$ cat src/hdl/dtfg_regs.svh
`ifndef DTFG_REGS_SVH
`define DTFG_REGS_SVH
`define DTFG_ADDR_HIGH_CODE  8'h11
`define DTFG_ADDR_LOW_CODE   8'h12
`define DTFG_ADDR_MELODY_CTL 8'h13
`define DTFG_ADDR_STATUS     8'h14
`define DTFG_MELODY_EN_BIT   0
`define DTFG_RESET_CODE      8'h00
`define DTFG_RESET_MELODY    1'b0
`define DTFG_STEPS           5'd23
`define DTFG_HIGH_STEPS      5'd12
`define DTFG_CODE_OFFSET     9'd2
`define DTFG_MELODY_MIN_CODE 8'h02
`define DTFG_TONE_MIN_CODE   8'h3c
`endif

$ cat src/hdl/dtfg_pkg.sv
package dtfg_pkg;
    typedef struct packed {
        logic [7:0] addr;
        logic [7:0] wdata;
        logic       wr;
        logic       rd;
    } dtfg_bus_req_t;
    typedef struct packed {
        logic signed [9:0] sample;
        logic              active;
        logic              square;
    } dtfg_synth_out_t;
endpackage

$ cat src/hdl/dtfg_synth.sv
`timescale 1ns/10ps
`include "dtfg_regs.svh"
module dtfg_synth #(
    parameter int AMP_NUM = 128
) (
    input  wire logic                     clk_in,
    input  wire logic                     arst_n_in,
    input  wire logic [7:0]               code_in,
    output dtfg_pkg::dtfg_synth_out_t     synth_out
);
    import dtfg_pkg::*;

    logic [8:0] div_reg;
    logic [4:0] step_reg;
    logic       run;
    logic       step_done;
    logic [8:0] div_last;
    logic signed [7:0] sine_raw;
    logic signed [16:0] scaled;
    dtfg_synth_out_t out_reg;
    dtfg_synth_out_t out_next;

    // 23-point sine, peak 127
    function automatic logic signed [7:0] sine_lut(input logic [4:0] idx);
        logic signed [7:0] v;
        v = 8'sh00;
        unique case (idx)
            5'd0:    v = 8'sh00;
            5'd1:    v = 8'sh22;
            5'd2:    v = 8'sh42;
            5'd3:    v = 8'sh5e;
            5'd4:    v = 8'sh72;
            5'd5:    v = 8'sh7d;
            5'd6:    v = 8'sh7f;
            5'd7:    v = 8'sh77;
            5'd8:    v = 8'sh66;
            5'd9:    v = 8'sh4d;
            5'd10:   v = 8'sh2e;
            5'd11:   v = 8'sh0b;
            5'd12:   v = 8'shf5;
            5'd13:   v = 8'shd2;
            5'd14:   v = 8'shb3;
            5'd15:   v = 8'sh9a;
            5'd16:   v = 8'sh89;
            5'd17:   v = 8'sh81;
            5'd18:   v = 8'sh83;
            5'd19:   v = 8'sh8e;
            5'd20:   v = 8'sha2;
            5'd21:   v = 8'shbe;
            5'd22:   v = 8'she0;
            default: v = 8'sh00;
        endcase
        return v;
    endfunction

    assign run       = (code_in != `DTFG_RESET_CODE);
    assign div_last  = {1'b0, code_in} + `DTFG_CODE_OFFSET - 9'd1;
    assign step_done = run && (div_reg >= div_last);
    assign sine_raw  = sine_lut(step_reg);
    assign scaled    = 17'(sine_raw * $signed(9'(AMP_NUM)));
    assign out_next.active = run;
    assign out_next.sample = run ? 10'(scaled >>> 7) : 10'sd0;
    assign out_next.square = run && (step_reg < `DTFG_HIGH_STEPS);

    always_ff @(posedge clk_in or negedge arst_n_in) begin
        if (!arst_n_in) begin
            div_reg  <= 9'd0;
            step_reg <= 5'd0;
            out_reg  <= '0;
        end else begin
            out_reg <= out_next;
            if (!run) begin
                div_reg  <= 9'd0;
                step_reg <= 5'd0;
            end else if (step_done) begin
                div_reg  <= 9'd0;
                step_reg <= (step_reg == `DTFG_STEPS - 5'd1) ? 5'd0 : step_reg + 5'd1;
            end else begin
                div_reg <= div_reg + 9'd1;
            end
        end
    end

    assign synth_out = out_reg;
endmodule // dtfg_synth

$ cat src/hdl/dtfg_top.sv
`timescale 1ns/10ps
`include "dtfg_regs.svh"
// What this block does
// - Melody square is high 12 of every 23 steps at high group rate.
// - Melody accepts high codes from 2; sine tone codes should be at least 60.
// - Sine tone keeps running from the high code while melody is active.
// - Two independent sine synthesizers, high and low code, summed.
// - Low group amplitude is 2 dB below high group amplitude.
// - A code of zero stops its synthesizer.
// - Both codes zero shuts the whole generator off.
// - Output frequency is clock over 23 times code plus two.
// - Tone output is high impedance while no tone is generated.
// - High code write-only at 11h, low code write-only at 12h.
// - Melody enable picks port line or melody; port writes still work.
// - Melody enabled with high code zero holds the pin high.
module dtfg_top #(
    parameter int LOW_AMP = 102
) (
    input  wire logic                  clk_in,
    input  wire logic                  arst_n_in,
    input  dtfg_pkg::dtfg_bus_req_t    bus_in,
    output logic [7:0]                 rdata_out,
    input  wire logic                  port_ff_in,
    input  wire logic                  melody_pin_in,
    output logic                       melody_pin_o_out,
    output logic                       melody_pin_oe_out,
    output logic                       pin_level_out,
    output logic signed [10:0]         tone_out,
    output logic                       tone_oe_out,
    output logic                       gen_on_out
);
    import dtfg_pkg::*;

    logic [7:0]        high_group_code_reg;
    logic [7:0]        low_group_code_reg;
    logic              melody_enable_reg;
    logic [7:0]        rdata_reg;
    logic [7:0]        rdata_next;
    logic              pin_sync1_reg;
    logic              pin_sync2_reg;
    logic              melody_reg;
    logic              melody_next;
    logic signed [10:0] tone_reg;
    logic signed [10:0] tone_next;
    logic              tone_oe_reg;
    logic              gen_on;
    logic              wr_high;
    logic              wr_low;
    logic              wr_ctl;
    dtfg_synth_out_t   high_syn;
    dtfg_synth_out_t   low_syn;

    function automatic logic hit(input dtfg_bus_req_t b, input logic [7:0] a);
        return b.addr == a;
    endfunction

    assign wr_high = bus_in.wr && hit(bus_in, `DTFG_ADDR_HIGH_CODE);
    assign wr_low  = bus_in.wr && hit(bus_in, `DTFG_ADDR_LOW_CODE);
    assign wr_ctl  = bus_in.wr && hit(bus_in, `DTFG_ADDR_MELODY_CTL);

    // Code registers are write-only and read as zero
    assign rdata_next =
        !bus_in.rd ? 8'h00 :
        hit(bus_in, `DTFG_ADDR_MELODY_CTL) ? {7'h00, melody_enable_reg} :
        hit(bus_in, `DTFG_ADDR_STATUS) ?
            {4'h0, melody_reg, low_syn.active, high_syn.active, gen_on} : 8'h00;

    always_ff @(posedge clk_in or negedge arst_n_in) begin
        if (!arst_n_in) begin
            high_group_code_reg <= `DTFG_RESET_CODE;
            low_group_code_reg  <= `DTFG_RESET_CODE;
            melody_enable_reg   <= `DTFG_RESET_MELODY;
            rdata_reg           <= 8'h00;
        end else begin
            if (wr_high) high_group_code_reg <= bus_in.wdata;
            if (wr_low)  low_group_code_reg  <= bus_in.wdata;
            if (wr_ctl)  melody_enable_reg   <= bus_in.wdata[`DTFG_MELODY_EN_BIT];
            rdata_reg <= rdata_next;
        end
    end

    dtfg_synth #(.AMP_NUM(128)) u_high (
        .clk_in    (clk_in),
        .arst_n_in (arst_n_in),
        .code_in   (high_group_code_reg),
        .synth_out (high_syn)
    );

    // 102/128 is about -1.97 dB
    dtfg_synth #(.AMP_NUM(LOW_AMP)) u_low (
        .clk_in    (clk_in),
        .arst_n_in (arst_n_in),
        .code_in   (low_group_code_reg),
        .synth_out (low_syn)
    );

    assign gen_on = high_syn.active || low_syn.active;
    // Sine is summed for any nonzero code; low codes are filtered off-chip
    assign tone_next = gen_on ? (11'(high_syn.sample) + 11'(low_syn.sample)) : 11'sd0;

    // Melody path: any nonzero code, even 2, drives the square
    assign melody_next = (high_group_code_reg == `DTFG_RESET_CODE) ? 1'b1 : high_syn.square;

    always_ff @(posedge clk_in or negedge arst_n_in) begin
        if (!arst_n_in) begin
            tone_reg      <= 11'sd0;
            tone_oe_reg   <= 1'b0;
            melody_reg    <= 1'b1;
            pin_sync1_reg <= 1'b1;
            pin_sync2_reg <= 1'b1;
        end else begin
            tone_reg      <= tone_next;
            tone_oe_reg   <= gen_on;
            melody_reg    <= melody_next;
            pin_sync1_reg <= melody_pin_in;
            pin_sync2_reg <= pin_sync1_reg;
        end
    end

    // Quasi-bidirectional: drive only a low; port flip-flop must stay high
    assign melody_pin_o_out  = melody_enable_reg ? (melody_reg & port_ff_in) : port_ff_in;
    assign melody_pin_oe_out = !melody_pin_o_out;
    assign pin_level_out     = pin_sync2_reg;
    assign tone_out          = tone_reg;
    assign tone_oe_out       = tone_oe_reg;
    assign gen_on_out        = gen_on;
    assign rdata_out         = rdata_reg;
endmodule // dtfg_top

$ cat config.mk
export PLATFORM = sky130hd
export DESIGN_NAME = dtfg_top
export DESIGN_NICKNAME = d
export VERILOG_FILES = /design/src/hdl/dtfg_pkg.sv /design/src/hdl/dtfg_synth.sv /design/src/hdl/dtfg_top.sv
export VERILOG_INCLUDE_DIRS = /design/src /design/src/hdl
export SDC_FILE = /design/constraint.sdc
export NUM_CORES = 1
export LEC_CHECK = 0
export ABC_AREA = 0
export BUFFER_PORTS_ARGS = -buffer_cell sky130_fd_sc_hd__buf_4
export CAP_MARGIN = 20
export CELL_PAD_IN_SITES_DETAIL_PLACEMENT = 2
export CELL_PAD_IN_SITES_GLOBAL_PLACEMENT = 2
export CORE_MARGIN = 10
export CORE_UTILIZATION = 39
export DETAILED_ROUTE_END_ITERATION = 10
export GPL_TIMING_DRIVEN = 1
export PLACE_DENSITY = 0.89
export SLEW_MARGIN = 5
export SYNTH_ARGS = -nofsm -noshare
export SYNTH_HDL_FRONTEND = slang
export SYNTH_SLANG_ARGS = --single-unit
$ cat constraint.sdc
create_clock -name clk_in -period 5.62 [get_ports clk_in]
set_clock_uncertainty 0.05 [all_clocks]
set_input_delay 1.124 -clock clk_in [delete_from_list [all_inputs] [get_ports clk_in]]
set_output_delay 1.124 -clock clk_in [all_outputs]
set_load 0.02 [all_outputs]
==> Word-level counts from Yosys, hierarchy flattened <==
Memories as Yosys holds them, arrays and structs flattened.
Cells that the tools add are included.
{ "classes": {"eq_ne": 8, "n_mux": 18, "mul": 1, "order_cmp": 3, "n_addsub": 9, "bitwise": 1, "reduce_logical": 11} }
{ "ops": {"columns": ["operator", "count"], "rows": [
  ["2-to-1 mux 9 bit", 4],
  ["equality test 8 x 5 -> 1 bit, second input constant", 4],
  ["2-to-1 mux 5 bit", 6],
  ["2-to-1 mux 10 bit", 2],
  ["adder 8 x 2 -> 9 bit, second input constant", 2],
  ["adder 9 x 1 -> 9 bit, second input constant", 2],
  [">= comparator 9 bit", 2],
  ["subtractor 9 x 1 -> 9 bit, second input constant", 2],
  ["nonzero test 8 bit", 2],
  ["multiplier 8 x 7 -> 15 bit, second input constant", 1],
  ["2-to-1 mux 4 bit", 3],
  ["adder 10 x 10 -> 11 bit", 1],
  ["2-to-1 mux 11 bit", 1],
  ["adder 5 x 1 -> 5 bit, second input constant", 2],
  ["equality test 5 bit, second input constant", 2],
  ["zero test 8 bit", 1],
  ["logical AND 1 bit", 6],
  ["< comparator 5 x 4 -> 1 bit, second input constant", 1],
  ["!= test 2 bit, second input constant", 2],
  ["2-to-1 mux 1 bit", 2],
  ["bitwise AND 1 bit", 1],
  ["zero test 1 bit", 1],
  ["logical OR 1 bit", 1]
]} }
{ "word_totals": {"elab_cells": 71, "memories": 2, "ff_bits": 87, "rom_bits": 512} }
{ "mem_list": {"columns": ["memory", "words", "width", "rd", "rd_ports_with_merged_regs", "wr", "line", "rtl"], "rows": [
  ["(name not given)", 32, 8, 1, 0, 0, "dtfg_synth.sv:27", "unique case (idx)"],
  ["(name not given)", 32, 8, 1, 0, 0, "dtfg_synth.sv:27", null]
]} }

==> Depth between registers and ports, before layout <==
{ "logic_depth": {"word_depth": 6, "ltp_mapped": 21, "ltp_nobuf": 21} }

==> Cells and area by module <==
From an unflattened synthesis, not the netlist that was laid out.
{ "hier_totals": {"cells_unflattened": 683, "hier_area_um2": 6486.2} }
{ "by_module_without_submodules": {"columns": ["mod", "n_inst", "cells_each", "seq_area_each_um2", "area_each_um2"], "rows": [
  ["dtfg_synth (u_low)", 1, 323, 625.6, 2885.3],
  ["dtfg_top", 1, 159, 904.6, 1838.0],
  ["dtfg_synth (u_high)", 1, 201, 600.6, 1762.9]
]} }

==> Worst setup path after synthesis <==
OpenSTA, ideal clock, no wires.
{ "synth_timing": {"path_kind": "reg2reg", "start": "reg u_low.step_reg[2]", "end": "reg u_low.out_reg, in the netlist u_low.synth_out[10]", "synth_period_minus_slack_ns": 4.543, "t_arrival_ns": 4.357, "stages_incl_launch_ff": 22, "required_ns": 5.435, "setup_slack_ns": 1.077, "path_cell_list": "dfrtp_1 -> clkbuf_1 -> clkbuf_1 -> nand2_1 -> o211ai_1 -> a21oi_1 -> a211oi_1 -> ha_1 -> inv_1 -> fa_1 -> inv_1 -> ha_1 -> inv_1 -> fa_1 -> inv_1 -> ha_1 -> o21ai_0 -> nand2b_1 -> a41oi_1 -> o21ai_0 -> a21o_1 -> nor3b_1"} }
{ "synth_rtl": {"columns": ["item", "line", "rtl"], "rows": [
  ["start: declaration", "dtfg_synth.sv:14", "logic [4:0] step_reg;"],
  ["start signal: assignment", "dtfg_synth.sv:77", "step_reg <= (step_reg == `DTFG_STEPS - 5'd1) ? 5'd0 : step_reg + 5'd1;"],
  ["end signal: assignment", "dtfg_synth.sv:71", "out_reg <= out_next;"],
  ["end: declaration", "dtfg_synth.sv:20", "dtfg_synth_out_t out_reg;"]
]} }

==> impl_metrics.ini <==
[clocking]
cts_buffer_depth = 2
cts-buffers-inserted = 9
clock_sinks = 84
cts_resized = 0
post_cts_buffers = 0
path_clk_slew_ps = 60
insertion_delay_ps = 360
cts_tree = done
holdBufCountCts = 0
h-tree-depth = 3
clock-root-buffer = clkbuf_16

[critical_path]
path_max_fanout = 11
crit_type = reg -> reg
path_common_cell = inv_1
cp-end-kind = register
cp_slowest_stage_delay_ps = 610
regToRegSetupSlack_ps = 430
slowest_stage = dfrtp_1
cp.required_ps = 5820
reg2reg_depth = 19
worstPathCellList = inv_1 > ha_1 > a21oi_1 > o21ai_0 > ha_1 > inv_1 > fa_1 > inv_1 > ha_1 > inv_1 > fa_1 > inv_1 > ha_1 > o21ai_0 > nand2b_1 > a41oi_1 > o21ai_0 > and3_1 > nor3b_1
startpoint_type = register
crit_family = adder cells
r2r_end = u_low.synth_out[10]
regToRegStartpoint = u_low.step_reg[2]
cp.arrival_ps = 5390
critical_path_buf_inv_count = 5

[synth]
synth_xor_area_share_pct = 6.92
synth.most_common_cell = ha_1
synth-compound-area-share_pct = 11.7
synth_top_area_share_pct = 33.4
synth-simple-area-share_pct = 14.7
synthMuxAreaShare_pct = 3.07
synth_area_leader_cell = dfrtp_1
synthTopCellsByCount = 96 x ha_1, 81 x dfrtp_1, 69 x nor2_1, 60 x inv_1, 36 x nand2_1
synth_area_leaders = dfrtp_1 33%, ha_1 20%, nor2_1 4.3%
ys_seq_area_share_pct = 34.7
synth_seq_cells = 84
synth_top_family_by_area = adder cells
synth-main-ff-cell = dfrtp_1
mappedNetlistArea_sq_um = 6070
yosys.cell_types.count = 50
ys_warn_count = 0
synth_edf_count = 0
synthAdderAreaFrac_pct = 23.4
synth_cells = 637
syn_avg_cell_area_sq_um = 9.53
async_reset_ff_share_pct = 100

[floorplanning]
die_height_um = 145
start_util_pct = 39.9
die_w_um = 145
dieArea_sq_um = 21000
num_io_pins = 46
fp-row-count = 45
core_area_sq_um = 15200

[cells_and_area]
fill_cells = 1623
nets = 805
largest_reg_flops = 11
syn_to_final_growth_pct = 12.7
drive_above_1_share_pct = 12.2
register_area_sq_um = 2110
multi_input_comb_area_sq_um = 3650
n_antenna_cell = 0
final_cell_area_sq_um = 6840

[global_routing]
grt_pass1_wl_mm = 32.9
antenna_found_initial = 0
grt_use_total_pct = 20.3
grt_max_degree = 46
grt_pass1_vias = 5793
grt_overflow = 0

[placement]
port_buffers = 41
gp_congestion = 0.849
hpwl_mm = 13.7
dpl-instance-area_sq_um = 6560

[route]
first_pass_iters = 4
ant_nets = 0
routed_wl_mm = 19.9
drc = 0
routedWlPerCell_um = 22.9
drt_iter0_drc = 211
vias = 4856
via_per_inst = 5.59

[timing]
hold_viol = 0
period_needed_ps = 5190
tns_ps = 0
holdWs_ps = 306
grt_setup_unrepaired = false
max_clock_freq_ghz = 0.193
tightestPinTransition_ps = 908
finalMaxSlewViolations = 0
timing.final.crit_share_pct = 92.4
setup_viol = 0
max_slew_margin_pct = 39.0

[run]
maxCapViolCount = 0

[worst_hold_path]
hold_class = reg -> reg
min_to = pin_level_out
holdPathStages = 0
hold_start = pin_sync1_reg

[status]
status = finished clean
## routing by layer
| metal | track usage [%] | wire length, um | up-vias |
|---|---|---|---|
| met5 | 0 | 0 | - |
| met4 | 7.61 | 513 | 0 |
| met3 | 2.97 | 556 | 39 |
| met2 | 36.6 | 10500 | 90 |
| met1 | 23.7 | 8280 | 2497 |
| li1 | - | - | 2230 |
## how the worst max path moves through the flow
| stage | startpoint | to | slack, ps | depth (start not counted) |
|---|---|---|---|---|
| global placement | u_low.step_reg[2] | u_low.synth_out[10] | 790 | 18 |
| CTS | u_low.step_reg[2] | u_low.synth_out[10] | 450 | 19 |
| detailed placement | u_low.step_reg[2] | u_low.synth_out[10] | 550 | 19 |
| floorplan | u_low.step_reg[2] | u_low.synth_out[10] | 1080 | 21 |
| finish | u_low.step_reg[2] | u_low.synth_out[10] | 430 | 19 |
| global route | u_low.step_reg[2] | u_low.synth_out[10] | 140 | 19 |
## layout by cell type (no fill, tap or decap), drive strengths merged, types with 2 or more instances in the layout
cell type	instances
fa	11
clkinv	3
a211oi	9
and2	8
o22ai	2
and3	7
xor2	23
nor3b	3
ha	96
o211ai	7
buf	46
mux2	13
a22o	2
a22oi	2
or3	2
nor4	4
nand3	24
inv	61
nor2b	5
nor3	11
nor2	69
conb	4
o21ai	34
dfstp	3
o21a	6
a31oi	2
xnor2	25
dfrtp	81
nand2	36
nand4	9
nand2b	7
a21o	13
clkbuf	11
mux2i	4
a21oi	26
## cell type report
cell class	count	area share, %
Inverter	60	3.29
Sequential cell	84	30.8
Clock inverter	5	0.512
Tap cell	188	3.44
Clock buffer	11	3.55
Multi-Input combinational cell	475	53.4
Timing Repair Buffer	46	5.05
## per-stage QoR
stage | utilization (%) | setup WS, ps | cells
4_1_cts | 45.0 | 451 | 869
3_5_place_dp | 43.1 | 545 | 853
5_1_grt | 45.0 | 138 | 869
6_report | 45.0 | 430 | 869
2_1_floorplan | - | 1080 | 640
3_3_place_gp | 43.1 | 786 | 853
## worst register-to-register path, stage by stage (launching register included)
cell and delay, ps:
dfrtp_1 610, inv_1 300, ha_1 370, a21oi_1 60, o21ai_0 350, ha_1 260
inv_1 60, fa_1 470, inv_1 40, ha_1 270, inv_1 50, fa_1 500
inv_1 50, ha_1 310, o21ai_0 130, nand2b_1 180, a41oi_1 330, o21ai_0 230
and3_1 250, nor3b_1 220
## cells by family (layout without fill, tap and decap cells)
logic type | after synthesis | count (layout)
mux | 17 | 17
simple gates | 187 | 187
other cells | 1 | 4
fa+ha+maj | 107 | 107
xor+xnor | 48 | 48
compound gates | 112 | 112
flops | 84 | 84
buf+inv | 81 | 122
Power is not shown: default switching activity piles up to over one toggle a cycle in this logic, so the estimate is an artifact.
